--- src/hdl/twsmp_pkg.sv ---
// two-wire slave memory port: shared constants, types and helpers
// assumes a 40 MHz system clock; the line monitor, array and top modules import this package
`default_nettype none

package twsmp_pkg;

    // ------------------------------------------------------------
    // timing
    // ------------------------------------------------------------
    localparam int CLK_FREQ_KHZ     = 40000;
    localparam int NV_WRITE_TIME_US = 5000;
    localparam int NV_WRITE_CYCLES_DEF =
        (NV_WRITE_TIME_US * CLK_FREQ_KHZ + 999) / 1000;

    // ------------------------------------------------------------
    // memory map
    // ------------------------------------------------------------
    localparam logic [7:0] ADDR_CTRL_FIRST = 8'h80;
    localparam logic [7:0] ADDR_LAST       = 8'hCF;
    localparam logic [7:0] ADDR_CTL0       = 8'h80;
    localparam logic [7:0] ADDR_CTL5       = 8'h85;
    localparam logic [7:0] ADDR_LATCH      = 8'h86;
    localparam logic [7:0] LATCH_SET_BYTE  = 8'h80;
    localparam logic [7:0] LATCH_CLR_BYTE  = 8'h00;
    localparam logic [7:0] TABLE_RESET     = 8'h00;
    localparam logic [7:0] UNMAPPED_BYTE   = 8'h00;
    localparam int         MEM_BYTES       = 80;
    localparam int         PAGE_BYTES      = 16;
    localparam int         IDX_W           = 7;
    localparam int         BYTE_W          = 4;
    localparam int         PAGE_W          = 3;
    localparam logic [2:0] CTRL_PAGE       = 3'h0;

    // ------------------------------------------------------------
    // bus framing
    // ------------------------------------------------------------
    localparam logic [3:0] BITS_PER_BYTE = 4'h8;
    localparam logic [3:0] FIRST_BIT     = 4'h1;
    localparam int         STRAP_W       = 3;
    localparam logic       LINE_IDLE     = 1'b1;

    typedef enum logic [2:0] {ST_IDLE, ST_RX, ST_ACK, ST_TX, ST_RACK}
        twsmp_state_t;
    typedef enum logic [1:0] {PH_SLAVE, PH_MADDR, PH_DATA} twsmp_phase_t;

    // true for a location inside the 80-byte array
    function automatic logic addr_in_map(input logic [7:0] a);
        return (a >= ADDR_CTRL_FIRST) && (a <= ADDR_LAST);
    endfunction

    // byte location to array index
    function automatic logic [IDX_W-1:0] addr_to_idx(input logic [7:0] a);
        logic [7:0] d;
        d = a - ADDR_CTRL_FIRST;
        return d[IDX_W-1:0];
    endfunction

endpackage

`default_nettype wire

--- src/hdl/twsmp_if.sv ---
// carriers between the port core, its line monitor and its array
// assumes all three modules sit on the same clock
`default_nettype none

// conditioned bus events from the line monitor
interface twsmp_line_if;
    logic sda;
    logic scl_rise;
    logic scl_fall;
    logic start;
    logic stop;
    modport mon  (output sda, scl_rise, scl_fall, start, stop);
    modport core (input  sda, scl_rise, scl_fall, start, stop);
endinterface

// array access: read by index, page load, commit
interface twsmp_mem_if;
    logic [6:0] rd_idx;
    logic [7:0] rd_data;
    logic       ld_en;
    logic [6:0] ld_idx;
    logic [7:0] ld_data;
    logic       commit;
    logic       discard;
    logic       pend_nv;
    modport store (input  rd_idx, ld_en, ld_idx, ld_data, commit, discard,
                   output rd_data, pend_nv);
    modport core  (output rd_idx, ld_en, ld_idx, ld_data, commit, discard,
                   input  rd_data, pend_nv);
endinterface

`default_nettype wire

--- src/hdl/twsmp_line_mon.sv ---
// line monitor: synchronises SCL and SDA, finds edges, START and STOP
// assumes the pins are asynchronous to clk and idle high
`default_nettype none

module twsmp_line_mon (
    input  wire logic clk,
    input  wire logic rstn,
    input  wire logic scl_pin,
    input  wire logic sda_pin,
    twsmp_line_if.mon lif
);
    import twsmp_pkg::*;

    logic scl_s1_r;
    logic scl_s2_r;
    logic scl_s3_r;
    logic sda_s1_r;
    logic sda_s2_r;
    logic sda_s3_r;

    // two-stage sync plus one history stage
    always_ff @(posedge clk) begin
        if (!rstn) begin
            scl_s1_r <= LINE_IDLE;
            scl_s2_r <= LINE_IDLE;
            scl_s3_r <= LINE_IDLE;
            sda_s1_r <= LINE_IDLE;
            sda_s2_r <= LINE_IDLE;
            sda_s3_r <= LINE_IDLE;
        end else begin
            scl_s1_r <= scl_pin;
            scl_s2_r <= scl_s1_r;
            scl_s3_r <= scl_s2_r;
            sda_s1_r <= sda_pin;
            sda_s2_r <= sda_s1_r;
            sda_s3_r <= sda_s2_r;
        end
    end

    // events only from the second and third stages
    assign lif.sda      = sda_s2_r;
    assign lif.scl_rise = scl_s2_r & ~scl_s3_r;
    assign lif.scl_fall = ~scl_s2_r & scl_s3_r;
    assign lif.start    = scl_s2_r & scl_s3_r & ~sda_s2_r & sda_s3_r;
    assign lif.stop     = scl_s2_r & scl_s3_r & sda_s2_r & ~sda_s3_r;

endmodule

`default_nettype wire

--- src/hdl/twsmp_mem.sv ---
// 80-byte array with a one-page load buffer committed on request
// assumes loads of one transfer stay inside one 16-byte page
`default_nettype none

module twsmp_mem (
    input  wire logic  clk,
    input  wire logic  rstn,
    twsmp_mem_if.store mif
);
    import twsmp_pkg::*;

    logic [7:0]            mem_r  [MEM_BYTES];
    logic [7:0]            buf_r  [PAGE_BYTES];
    logic [PAGE_BYTES-1:0] mask_r;
    logic [PAGE_W-1:0]     page_r;

    // array cleared; later load overwrites buffered byte
    always_ff @(posedge clk) begin
        if (!rstn) begin
            for (int i = 0; i < MEM_BYTES; i++) begin
                mem_r[i] <= TABLE_RESET;
            end
        end else if (mif.commit) begin
            for (int i = 0; i < PAGE_BYTES; i++) begin
                if (mask_r[i]) begin
                    mem_r[{page_r, BYTE_W'(i)}] <= buf_r[i];
                end
            end
        end
    end

    // load buffer data
    always_ff @(posedge clk) begin
        if (mif.ld_en) begin
            buf_r[mif.ld_idx[BYTE_W-1:0]] <= mif.ld_data;
        end
    end

    // page of pending bytes and which bytes are loaded
    always_ff @(posedge clk) begin
        if (!rstn) begin
            mask_r <= '0;
            page_r <= CTRL_PAGE;
        end else if (mif.commit || mif.discard) begin
            mask_r <= '0;
        end else if (mif.ld_en) begin
            mask_r[mif.ld_idx[BYTE_W-1:0]] <= 1'b1;
            page_r <= mif.ld_idx[IDX_W-1:BYTE_W];
        end
    end

    // read port and nonvolatile pending flag
    assign mif.rd_data = (int'(mif.rd_idx) < MEM_BYTES) ?
                         mem_r[mif.rd_idx] : UNMAPPED_BYTE;
    assign mif.pend_nv = (|mask_r) && (page_r != CTRL_PAGE);

endmodule

`default_nettype wire

--- src/hdl/twsmp_top.sv ---
// two-wire slave memory port: bit engine, acknowledge policy, pointer,
// write enable latch and nonvolatile write timer
// assumes an external open-drain SDA driver and pull-ups on SCL and SDA
`default_nettype none

// How it works
// - after eight bits the sender releases SDA; receiver pulls low on ninth
// - slave address acknowledged only if top four bits match type id
// - next three address bits must equal the address strap pins
// - last slave address bit: one reads, zero writes
// - in write mode each following byte is acknowledged unless excepted
// - read: send eight bits, sample acknowledge, continue only when low
// - data refused while latch clear, except 86h; none after 80h/85h/86h
// - control page at 80h-8Fh, lookup table at 90h-CFh
// - lookup table holds zero before any programming
// - every byte shifted most significant bit first
// - memory is five pages of sixteen bytes; pages bound write wrapping
// - nonvolatile write lasts 5 ms; all commands ignored meanwhile
// - polling: slave address refused while busy, acknowledged after
// - byte write: address, location, one data byte, STOP; volatile ready
// - during nonvolatile write SDA is never driven
// - page write to any lookup page, acknowledging and advancing per byte
// - page bits fixed; byte counter wraps from page end to page start
// - bytes beyond sixteen overwrite the wrapped location
// - STOP after page loading starts the write; inputs disabled meanwhile
// - latch clear at reset; 80h at 86h sets it, 00h clears it
// - write protect low refuses every write except the latch write
module twsmp_top #(
    parameter logic [3:0] TYPE_ID         = 4'h5, // arbitrary value
    parameter int         NV_WRITE_CYCLES = twsmp_pkg::NV_WRITE_CYCLES_DEF
) (
    input  wire logic                        CLK,
    input  wire logic                        RSTN,
    input  wire logic                        SCL_IN,
    input  wire logic                        SDA_IN,
    output var  logic                        SDA_OUT,
    output var  logic                        SDA_OE,
    input  wire logic [twsmp_pkg::STRAP_W-1:0] ADDRESS_STRAP_PINS,
    input  wire logic                        WRITE_PROTECT_N,
    output var  logic                        WRITE_ENABLE_LATCH,
    output var  logic                        NV_WRITE_BUSY
);
    import twsmp_pkg::*;

    localparam int BUSY_W = $clog2(NV_WRITE_CYCLES + 1);

    // ------------------------------------------------------------
    // line monitor and array
    // ------------------------------------------------------------
    twsmp_line_if lif ();
    twsmp_mem_if  mif ();

    twsmp_line_mon u_mon (
        .clk     (CLK),
        .rstn    (RSTN),
        .scl_pin (SCL_IN),
        .sda_pin (SDA_IN),
        .lif     (lif)
    );

    twsmp_mem u_mem (
        .clk  (CLK),
        .rstn (RSTN),
        .mif  (mif)
    );

    // ------------------------------------------------------------
    // state
    // ------------------------------------------------------------
    twsmp_state_t       st_r;
    twsmp_phase_t       phase_r;
    logic [3:0]         cnt_r;
    logic [7:0]         shift_r;
    logic [7:0]         ptr_r;
    logic               rack_r;
    logic               block_r;
    logic               latch_r;
    logic               busy_r;
    logic [BUSY_W-1:0]  busy_cnt_r;
    logic [STRAP_W-1:0] strap_s1_r;
    logic [STRAP_W-1:0] strap_s2_r;
    logic               wp_s1_r;
    logic               wp_s2_r;

    logic       byte_done;
    logic       slave_ok;
    logic       data_ok;
    logic       ack_now;
    logic       ptr_is_latch;
    logic       ptr_blocks;
    logic       ack_fall;
    logic       load_rd;
    logic       latch_write;
    logic       nv_start;
    logic [7:0] tx_byte;
    logic [3:0] ptr_page;

    // strap and write protect pins synchronised
    always_ff @(posedge CLK) begin
        if (!RSTN) begin
            strap_s1_r <= '0;
            strap_s2_r <= '0;
            wp_s1_r    <= 1'b0;
            wp_s2_r    <= 1'b0;
        end else begin
            strap_s1_r <= ADDRESS_STRAP_PINS;
            strap_s2_r <= strap_s1_r;
            wp_s1_r    <= WRITE_PROTECT_N;
            wp_s2_r    <= wp_s1_r;
        end
    end

    // ------------------------------------------------------------
    // acknowledge policy
    // ------------------------------------------------------------
    assign byte_done  = (st_r == ST_RX) && (cnt_r == BITS_PER_BYTE)
                        && lif.scl_fall;
    assign ptr_is_latch = (ptr_r == ADDR_LATCH);
    assign ptr_page     = ptr_r[7:4];
    assign ptr_blocks   = (ptr_r == ADDR_CTL0) || (ptr_r == ADDR_CTL5)
                          || ptr_is_latch;
    // type id, strap match, silent while busy
    assign slave_ok     = (shift_r[7:4] == TYPE_ID)
                          && (shift_r[3:1] == strap_s2_r) && !busy_r;
    // latch, protect pin, follow-on and map checks
    assign data_ok      = addr_in_map(ptr_r) && !block_r
                          && (ptr_is_latch || (latch_r && wp_s2_r));
    // location byte always taken, data per policy
    always_comb begin
        unique case (phase_r)
            PH_SLAVE: ack_now = slave_ok;
            PH_MADDR: ack_now = 1'b1;
            PH_DATA:  ack_now = data_ok;
            default:  ack_now = 1'b0;
        endcase
    end

    assign ack_fall  = (st_r == ST_ACK) && lif.scl_fall;
    // read selected by the direction bit
    assign load_rd   = lif.scl_fall
                       && (((st_r == ST_ACK) && (phase_r == PH_SLAVE)
                            && shift_r[0])
                           || ((st_r == ST_RACK) && rack_r));
    assign latch_write = byte_done && (phase_r == PH_DATA) && ack_now
                         && ptr_is_latch;
    assign tx_byte   = ptr_is_latch ? {latch_r, 7'h00} :
                       addr_in_map(ptr_r) ? mif.rd_data : UNMAPPED_BYTE;

    // ------------------------------------------------------------
    // bit engine
    // ------------------------------------------------------------
    always_ff @(posedge CLK) begin
        if (!RSTN) begin
            st_r    <= ST_IDLE;
            phase_r <= PH_SLAVE;
            cnt_r   <= '0;
            shift_r <= '0;
            rack_r  <= 1'b0;
            SDA_OE  <= 1'b0;
        end else if (lif.start) begin
            st_r    <= ST_RX;
            phase_r <= PH_SLAVE;
            cnt_r   <= '0;
            SDA_OE  <= 1'b0;
        end else if (lif.stop) begin
            st_r   <= ST_IDLE;
            SDA_OE <= 1'b0;
        end else begin
            unique case (st_r)
                ST_IDLE: begin
                    cnt_r <= '0;
                end
                ST_RX: begin
                    if (lif.scl_rise && (cnt_r != BITS_PER_BYTE)) begin
                        shift_r <= {shift_r[6:0], lif.sda};
                        cnt_r   <= cnt_r + FIRST_BIT;
                    end else if (byte_done) begin
                        // pull low through the ninth clock
                        st_r   <= ack_now ? ST_ACK : ST_IDLE;
                        SDA_OE <= ack_now;
                    end
                end
                ST_ACK: begin
                    if (load_rd) begin
                        st_r    <= ST_TX;
                        shift_r <= tx_byte;
                        SDA_OE  <= ~tx_byte[7];
                        cnt_r   <= FIRST_BIT;
                    end else if (lif.scl_fall) begin
                        st_r    <= ST_RX;
                        SDA_OE  <= 1'b0;
                        cnt_r   <= '0;
                        phase_r <= (phase_r == PH_SLAVE) ? PH_MADDR
                                                         : PH_DATA;
                    end
                end
                ST_TX: begin
                    if (lif.scl_fall) begin
                        if (cnt_r == BITS_PER_BYTE) begin
                            st_r   <= ST_RACK;
                            SDA_OE <= 1'b0;
                        end else begin
                            SDA_OE  <= ~shift_r[6];
                            shift_r <= {shift_r[6:0], 1'b0};
                            cnt_r   <= cnt_r + FIRST_BIT;
                        end
                    end
                end
                // continue on low acknowledge, else stop sending
                ST_RACK: begin
                    if (lif.scl_rise) begin
                        rack_r <= ~lif.sda;
                    end else if (load_rd) begin
                        st_r    <= ST_TX;
                        shift_r <= tx_byte;
                        SDA_OE  <= ~tx_byte[7];
                        cnt_r   <= FIRST_BIT;
                    end else if (lif.scl_fall) begin
                        st_r <= ST_IDLE;
                    end
                end
                default: st_r <= ST_IDLE;
            endcase
        end
    end

    always_ff @(posedge CLK) begin
        if (!RSTN) begin
            ptr_r <= ADDR_CTRL_FIRST;
        end else if (load_rd) begin
            ptr_r <= ptr_r + 8'h01;
        end else if (ack_fall && (phase_r == PH_MADDR)) begin
            ptr_r <= shift_r;
        end else if (ack_fall && (phase_r == PH_DATA)) begin
            ptr_r <= {ptr_r[7:4], ptr_r[3:0] + 4'h1};
        end
    end

    // refuse every data byte after one at 80h, 85h or 86h
    always_ff @(posedge CLK) begin
        if (!RSTN || lif.start) begin
            block_r <= 1'b0;
        end else if (byte_done && (phase_r == PH_DATA) && ptr_blocks) begin
            block_r <= 1'b1;
        end
    end

    always_ff @(posedge CLK) begin
        if (!RSTN) begin
            latch_r <= 1'b0;
        end else if (latch_write && (shift_r == LATCH_SET_BYTE)) begin
            latch_r <= 1'b1;
        end else if (latch_write && (shift_r == LATCH_CLR_BYTE)) begin
            latch_r <= 1'b0;
        end
    end

    // commit only at a byte boundary STOP
    assign mif.rd_idx  = addr_to_idx(ptr_r);
    assign mif.ld_idx  = addr_to_idx(ptr_r);
    assign mif.ld_data = shift_r;
    assign mif.ld_en   = byte_done && (phase_r == PH_DATA) && ack_now
                         && !ptr_is_latch;
    assign mif.commit  = lif.stop && (st_r == ST_RX)
                         && (cnt_r == FIRST_BIT) // stop's own scl rise
                         && (phase_r == PH_DATA);
    assign mif.discard = lif.start || lif.stop;
    assign nv_start    = mif.commit && mif.pend_nv;

    always_ff @(posedge CLK) begin
        if (!RSTN) begin
            busy_r     <= 1'b0;
            busy_cnt_r <= '0;
        end else if (nv_start) begin
            busy_r     <= 1'b1;
            busy_cnt_r <= BUSY_W'(NV_WRITE_CYCLES - 1);
        end else if (busy_r) begin
            busy_r     <= (busy_cnt_r != '0);
            busy_cnt_r <= busy_cnt_r - BUSY_W'(1);
        end
    end

    // open-drain low level and status outputs
    always_ff @(posedge CLK) begin
        if (!RSTN) begin
            SDA_OUT            <= 1'b0;
            WRITE_ENABLE_LATCH <= 1'b0;
            NV_WRITE_BUSY      <= 1'b0;
        end else begin
            SDA_OUT            <= 1'b0;
            WRITE_ENABLE_LATCH <= latch_r;
            NV_WRITE_BUSY      <= busy_r;
        end
    end
endmodule

`default_nettype wire

--- config.mk ---
export PLATFORM = sky130hd
export DESIGN_NAME = twsmp_top
export DESIGN_NICKNAME = d
export VERILOG_FILES = /design/src/hdl/twsmp_pkg.sv /design/src/hdl/twsmp_if.sv /design/src/hdl/twsmp_line_mon.sv /design/src/hdl/twsmp_mem.sv /design/src/hdl/twsmp_top.sv
export SDC_FILE = /design/constraint.sdc
export NUM_CORES = 2
export LEC_CHECK = 0
export ABC_CLOCK_PERIOD_IN_PS = 4600
export BUFFER_PORTS_ARGS = -buffer_cell sky130_fd_sc_hd__buf_2
export CAP_MARGIN = 40
export CORE_MARGIN = 2
export CORE_UTILIZATION = 56
export DETAILED_ROUTE_END_ITERATION = 10
export GPL_TIMING_DRIVEN = 0
export PLACE_DENSITY = 0.76
export SLEW_MARGIN = 20
export SYNTH_ARGS = -nofsm -noshare
export SYNTH_HDL_FRONTEND = slang
export SYNTH_HIERARCHICAL = 1
export SYNTH_SLANG_ARGS = --single-unit
--- constraint.sdc ---
create_clock -name CLK -period 4.6 [get_ports CLK]
set_input_delay 0.46 -clock CLK [delete_from_list [all_inputs] [get_ports CLK]]
set_output_delay 0.46 -clock CLK [all_outputs]
set_load 0.01 [all_outputs]
==> reports/metrics.yaml <==
outcome:
  outcome: "finished with violations"
  failed_checks: "negative setup slack"
critical_path:
  cp-end-kind: "flip-flop"
  worstPathArrival_ps: 4920
  critical_path_required_ps: 4890
  timing_worst_setup_path_type: "reg2reg"
  rrSetupSlack_ps: -30
  path_max_fanout: 10
  startpoint_class: "flip-flop"
yosys:
  synth_cells: 2665
  synth-seq-area-share: 0.676
  netlist-cell-type-count: 74
  post_synth.cell_area_avg_um2: 13.7
  synthArstFlopShare: 0
  synth-main-ff-cell: "sky130_fd_sc_hd__edfxtp_1"
  synth_seq_cells: 851
  syn_area_mm2: 0.0366
  synth_fp_nets: 2681
  synth.area.top_cells: "sky130_fd_sc_hd__edfxtp_1 (63%), sky130_fd_sc_hd__mux4_2 (9.4%), sky130_fd_sc_hd__nor2_1 (4.6%), sky130_fd_sc_hd__dfxtp_1 (4.5%), sky130_fd_sc_hd__nand2_1 (3.4%)"
  count_of_flip_flops_with_a_built_in_enable_after_synthesis: 768
  synth_largest_type_area_fraction: 0.631
  synth_warnings: 6
  most_area_hungry_cell_type_in_the_yosys_netlist: "sky130_fd_sc_hd__edfxtp_1"
place:
  gp_routability_congestion: 1.07
  post_placement_cell_area_mm2: 0.0380
  numPortBuffers: 10
  hpwl_um: 89400
sta:
  min_period_over_period: 1.01
  fin_worst_skew_ps: 22.9
  final_hold_viol_count: 0
  period_needed_ps: 4630
  setup_repair_after_global_routing_missed_its_margin: "no"
  final-setup-viol-count: 16
  holdWs_ps: 29.5
  slew_headroom: 0.398
  worst-slew-pin-transition_ps: 900
  maxClockFrequency_ghz: 0.216
  final-max-slew-violation-count: 0
  final_worst_setup_slack_ps: -30.8
global_routing:
  antenna_found_initial: 1
  global_route_wire_length_before_repair_um: 167000
  pin_count_of_the_biggest_net_entering_global_routing: 22
  grt_use_total: 0.356
  global_route.overflow_total: 0
  first_global_vias: 24033
die:
  count_of_standard_cell_rows: 93
  area_of_the_placeable_core_mm2: 0.0645
  initial_core_util: 0.567
  die_height_um: 259
  chipWidth_um: 259
  design.portCount: 12
  design.die.area_mm2: 0.0673
clock_network:
  cts_tree: "yes"
  post-cts-setup-buffers: 0
  insertion_delay_ps: 650
  clock_tree.buffer_depth: 3
  cts-buffers-inserted: 87
  cts.reportedPaths.clkPinSlew_ps: 60
  clkSinkCount: 851
  cts.htree.levels: 3
  clk_root_buffer_cell: "sky130_fd_sc_hd__clkbuf_16"
final_layout:
  drive_above_1_share: 0.138
  fillCellCount: 4569
  final_area_mm2: 0.0410
  layout-area-overhead-vs-synth_pct: 12.1
  layout_commonest_cell: "sky130_fd_sc_hd__edfxtp_1"
  layout.cells.most_common_list: "sky130_fd_sc_hd__edfxtp_1 (768), sky130_fd_sc_hd__nor2_1 (449), sky130_fd_sc_hd__nand2_1 (328)"
  finish.net_count: 2811
drt:
  route.detailed.drc: 0
  viasPerCell: 6.76
  detail_route.wirelength_um: 119000
  vias: 25159
  detailedRoute.firstPassIterationCount: 8
  route.antenna.remaining_nets: 0
  wire_per_inst_um: 32.0
  dr.first_iter.drc_count: 4531
power:
  power.density_cell_area_mw_per_mm2: 401
  leakage_power_uw: 0.0146
  peakVddDrop_uv: 306
min_path:
  min_path_type: "in2reg"
run:
  maxCapViolations: 0
## critical path: stages (launching register included)
cell and delay [ps]:
sky130_fd_sc_hd__dfxtp_1 410, sky130_fd_sc_hd__and4b_1 370, sky130_fd_sc_hd__nand2_1 90, sky130_fd_sc_hd__nor3_1 340, sky130_fd_sc_hd__and2_1 300, sky130_fd_sc_hd__nand2_1 110
sky130_fd_sc_hd__a41oi_1 260, sky130_fd_sc_hd__clkbuf_1 280, sky130_fd_sc_hd__and4b_1 300, sky130_fd_sc_hd__clkbuf_1 540, sky130_fd_sc_hd__buf_2 510, sky130_fd_sc_hd__nand2_1 340
sky130_fd_sc_hd__nand2_1 440
## layer usage
metal,track usage,wire length [um],vias to the layer above
met5,0,0,-
met4,0.203,8640,0
met3,0.103,19400,487
met2,0.535,52300,2412
met1,0.467,39000,12221
li1,-,-,10039
## state kept, by name, indices dropped and copies added (netlist names), 4 cells and up
register and flops:
busy_cnt_r 18, u_mem/mask_r 16, u_mem/mem_r 640, ptr_r 8
mif.ld_data 8, cnt_r 4, u_mem/buf_r 128
## cell usage after synthesis (all sizes together) (3+ instances only)
cell type  count
nor2         449
a32oi          4
xnor2         12
or3b           6
o21a          20
nand2b        17
and3         150
buf           54
a211oi        19
or3            5
a21oi         37
nor4           9
edfxtp       768
o22ai         17
a221oi        13
inv          134
xor2           8
ha             8
mux2           7
dfxtp         83
nand4          5
o211ai         4
and4b          3
nand3         26
or2            3
nand2        328
nor3          16
mux2i         45
a211o          8
clkbuf        92
and2          31
a31oi          3
o21ai         13
nor3b          4
mux4         152
nand4b         3
nor2b         29
a22oi         24
a21boi         3
or4            9
a22o          12
nand3b         6
## layout make-up
cell class / instances / area, um^2 / area share
inverters: 135 / 507 / 0.0124
clock inverters: 47 / 512 / 0.0125
well taps: 855 / 1070 / 0.0261
diodes: 1 / 2.50 / 0.0000610
multi-input cells: 1533 / 10700 / 0.260
repair buffers: 43 / 425 / 0.0104
clock buffers: 114 / 2400 / 0.0586
plain buffers: 144 / 667 / 0.0163
flip-flops and latches: 851 / 24700 / 0.603
## cell families (layout without fill, tap and decap cells)
| kind of cell | count (synthesis) | count (layout) | synth area share |
|---|---|---|---|
| mux | 204 | 204 | 0.108 |
| compound gates | 195 | 195 | 0.0386 |
| flops | 851 | 851 | 0.676 |
| xor+xnor | 20 | 20 | 0.00479 |
| fa+ha+maj | 8 | 8 | 0.00274 |
| other cells | 1 | 2 | 0.000103 |
| simple gates | 1105 | 1105 | 0.137 |
| buf+inv | 281 | 483 | 0.0322 |
## final timing paths
check,startpoint,endpoint,cells after the start
setup reg to reg,u_mon/lif.sda$_SDFF_PN1_,u_mem/mem_r[53][1]$_SDFFCE_PN0P_,12
hold / removal,ADDRESS_STRAP_PINS[1],strap_s1_r[1]$_SDFF_PN0_,2
setup / recovery,u_mon/lif.sda$_SDFF_PN1_,u_mem/mem_r[53][1]$_SDFFCE_PN0P_,12
hold reg to reg,u_mon/sda_s1_r$_SDFF_PN1_,u_mon/lif.sda$_SDFF_PN1_,1
## report_power, final
group	leakage [uW]	total [uW]	switching (uW)	internal, uW
clock network	0.00140	7230	2980	4250
logic	0.00512	430	294	136
registers	0.00809	8770	115	8660
## per-stage QoR
step                 util  total power [uW]  worst slack [ps]  TNS [ps]  instances
floorplan               -              9100              1360         0       2665
global placement    0.584              9300              -230      -362       3530
detailed placement  0.589              9330              -210      -320       3554
CTS                 0.635             16400              78.2         0       3715
global route        0.636             16800              25.3         0       3722
finish              0.636             16400             -30.8      -316       3723
## timing repair
action,in CTS,in global routing
setup endpoints to repair,2,2
endpoints found under the hold margin,2,0
gates resized for setup,1,4
hold buffers,2,0
(Power assumes the default switching activity.)
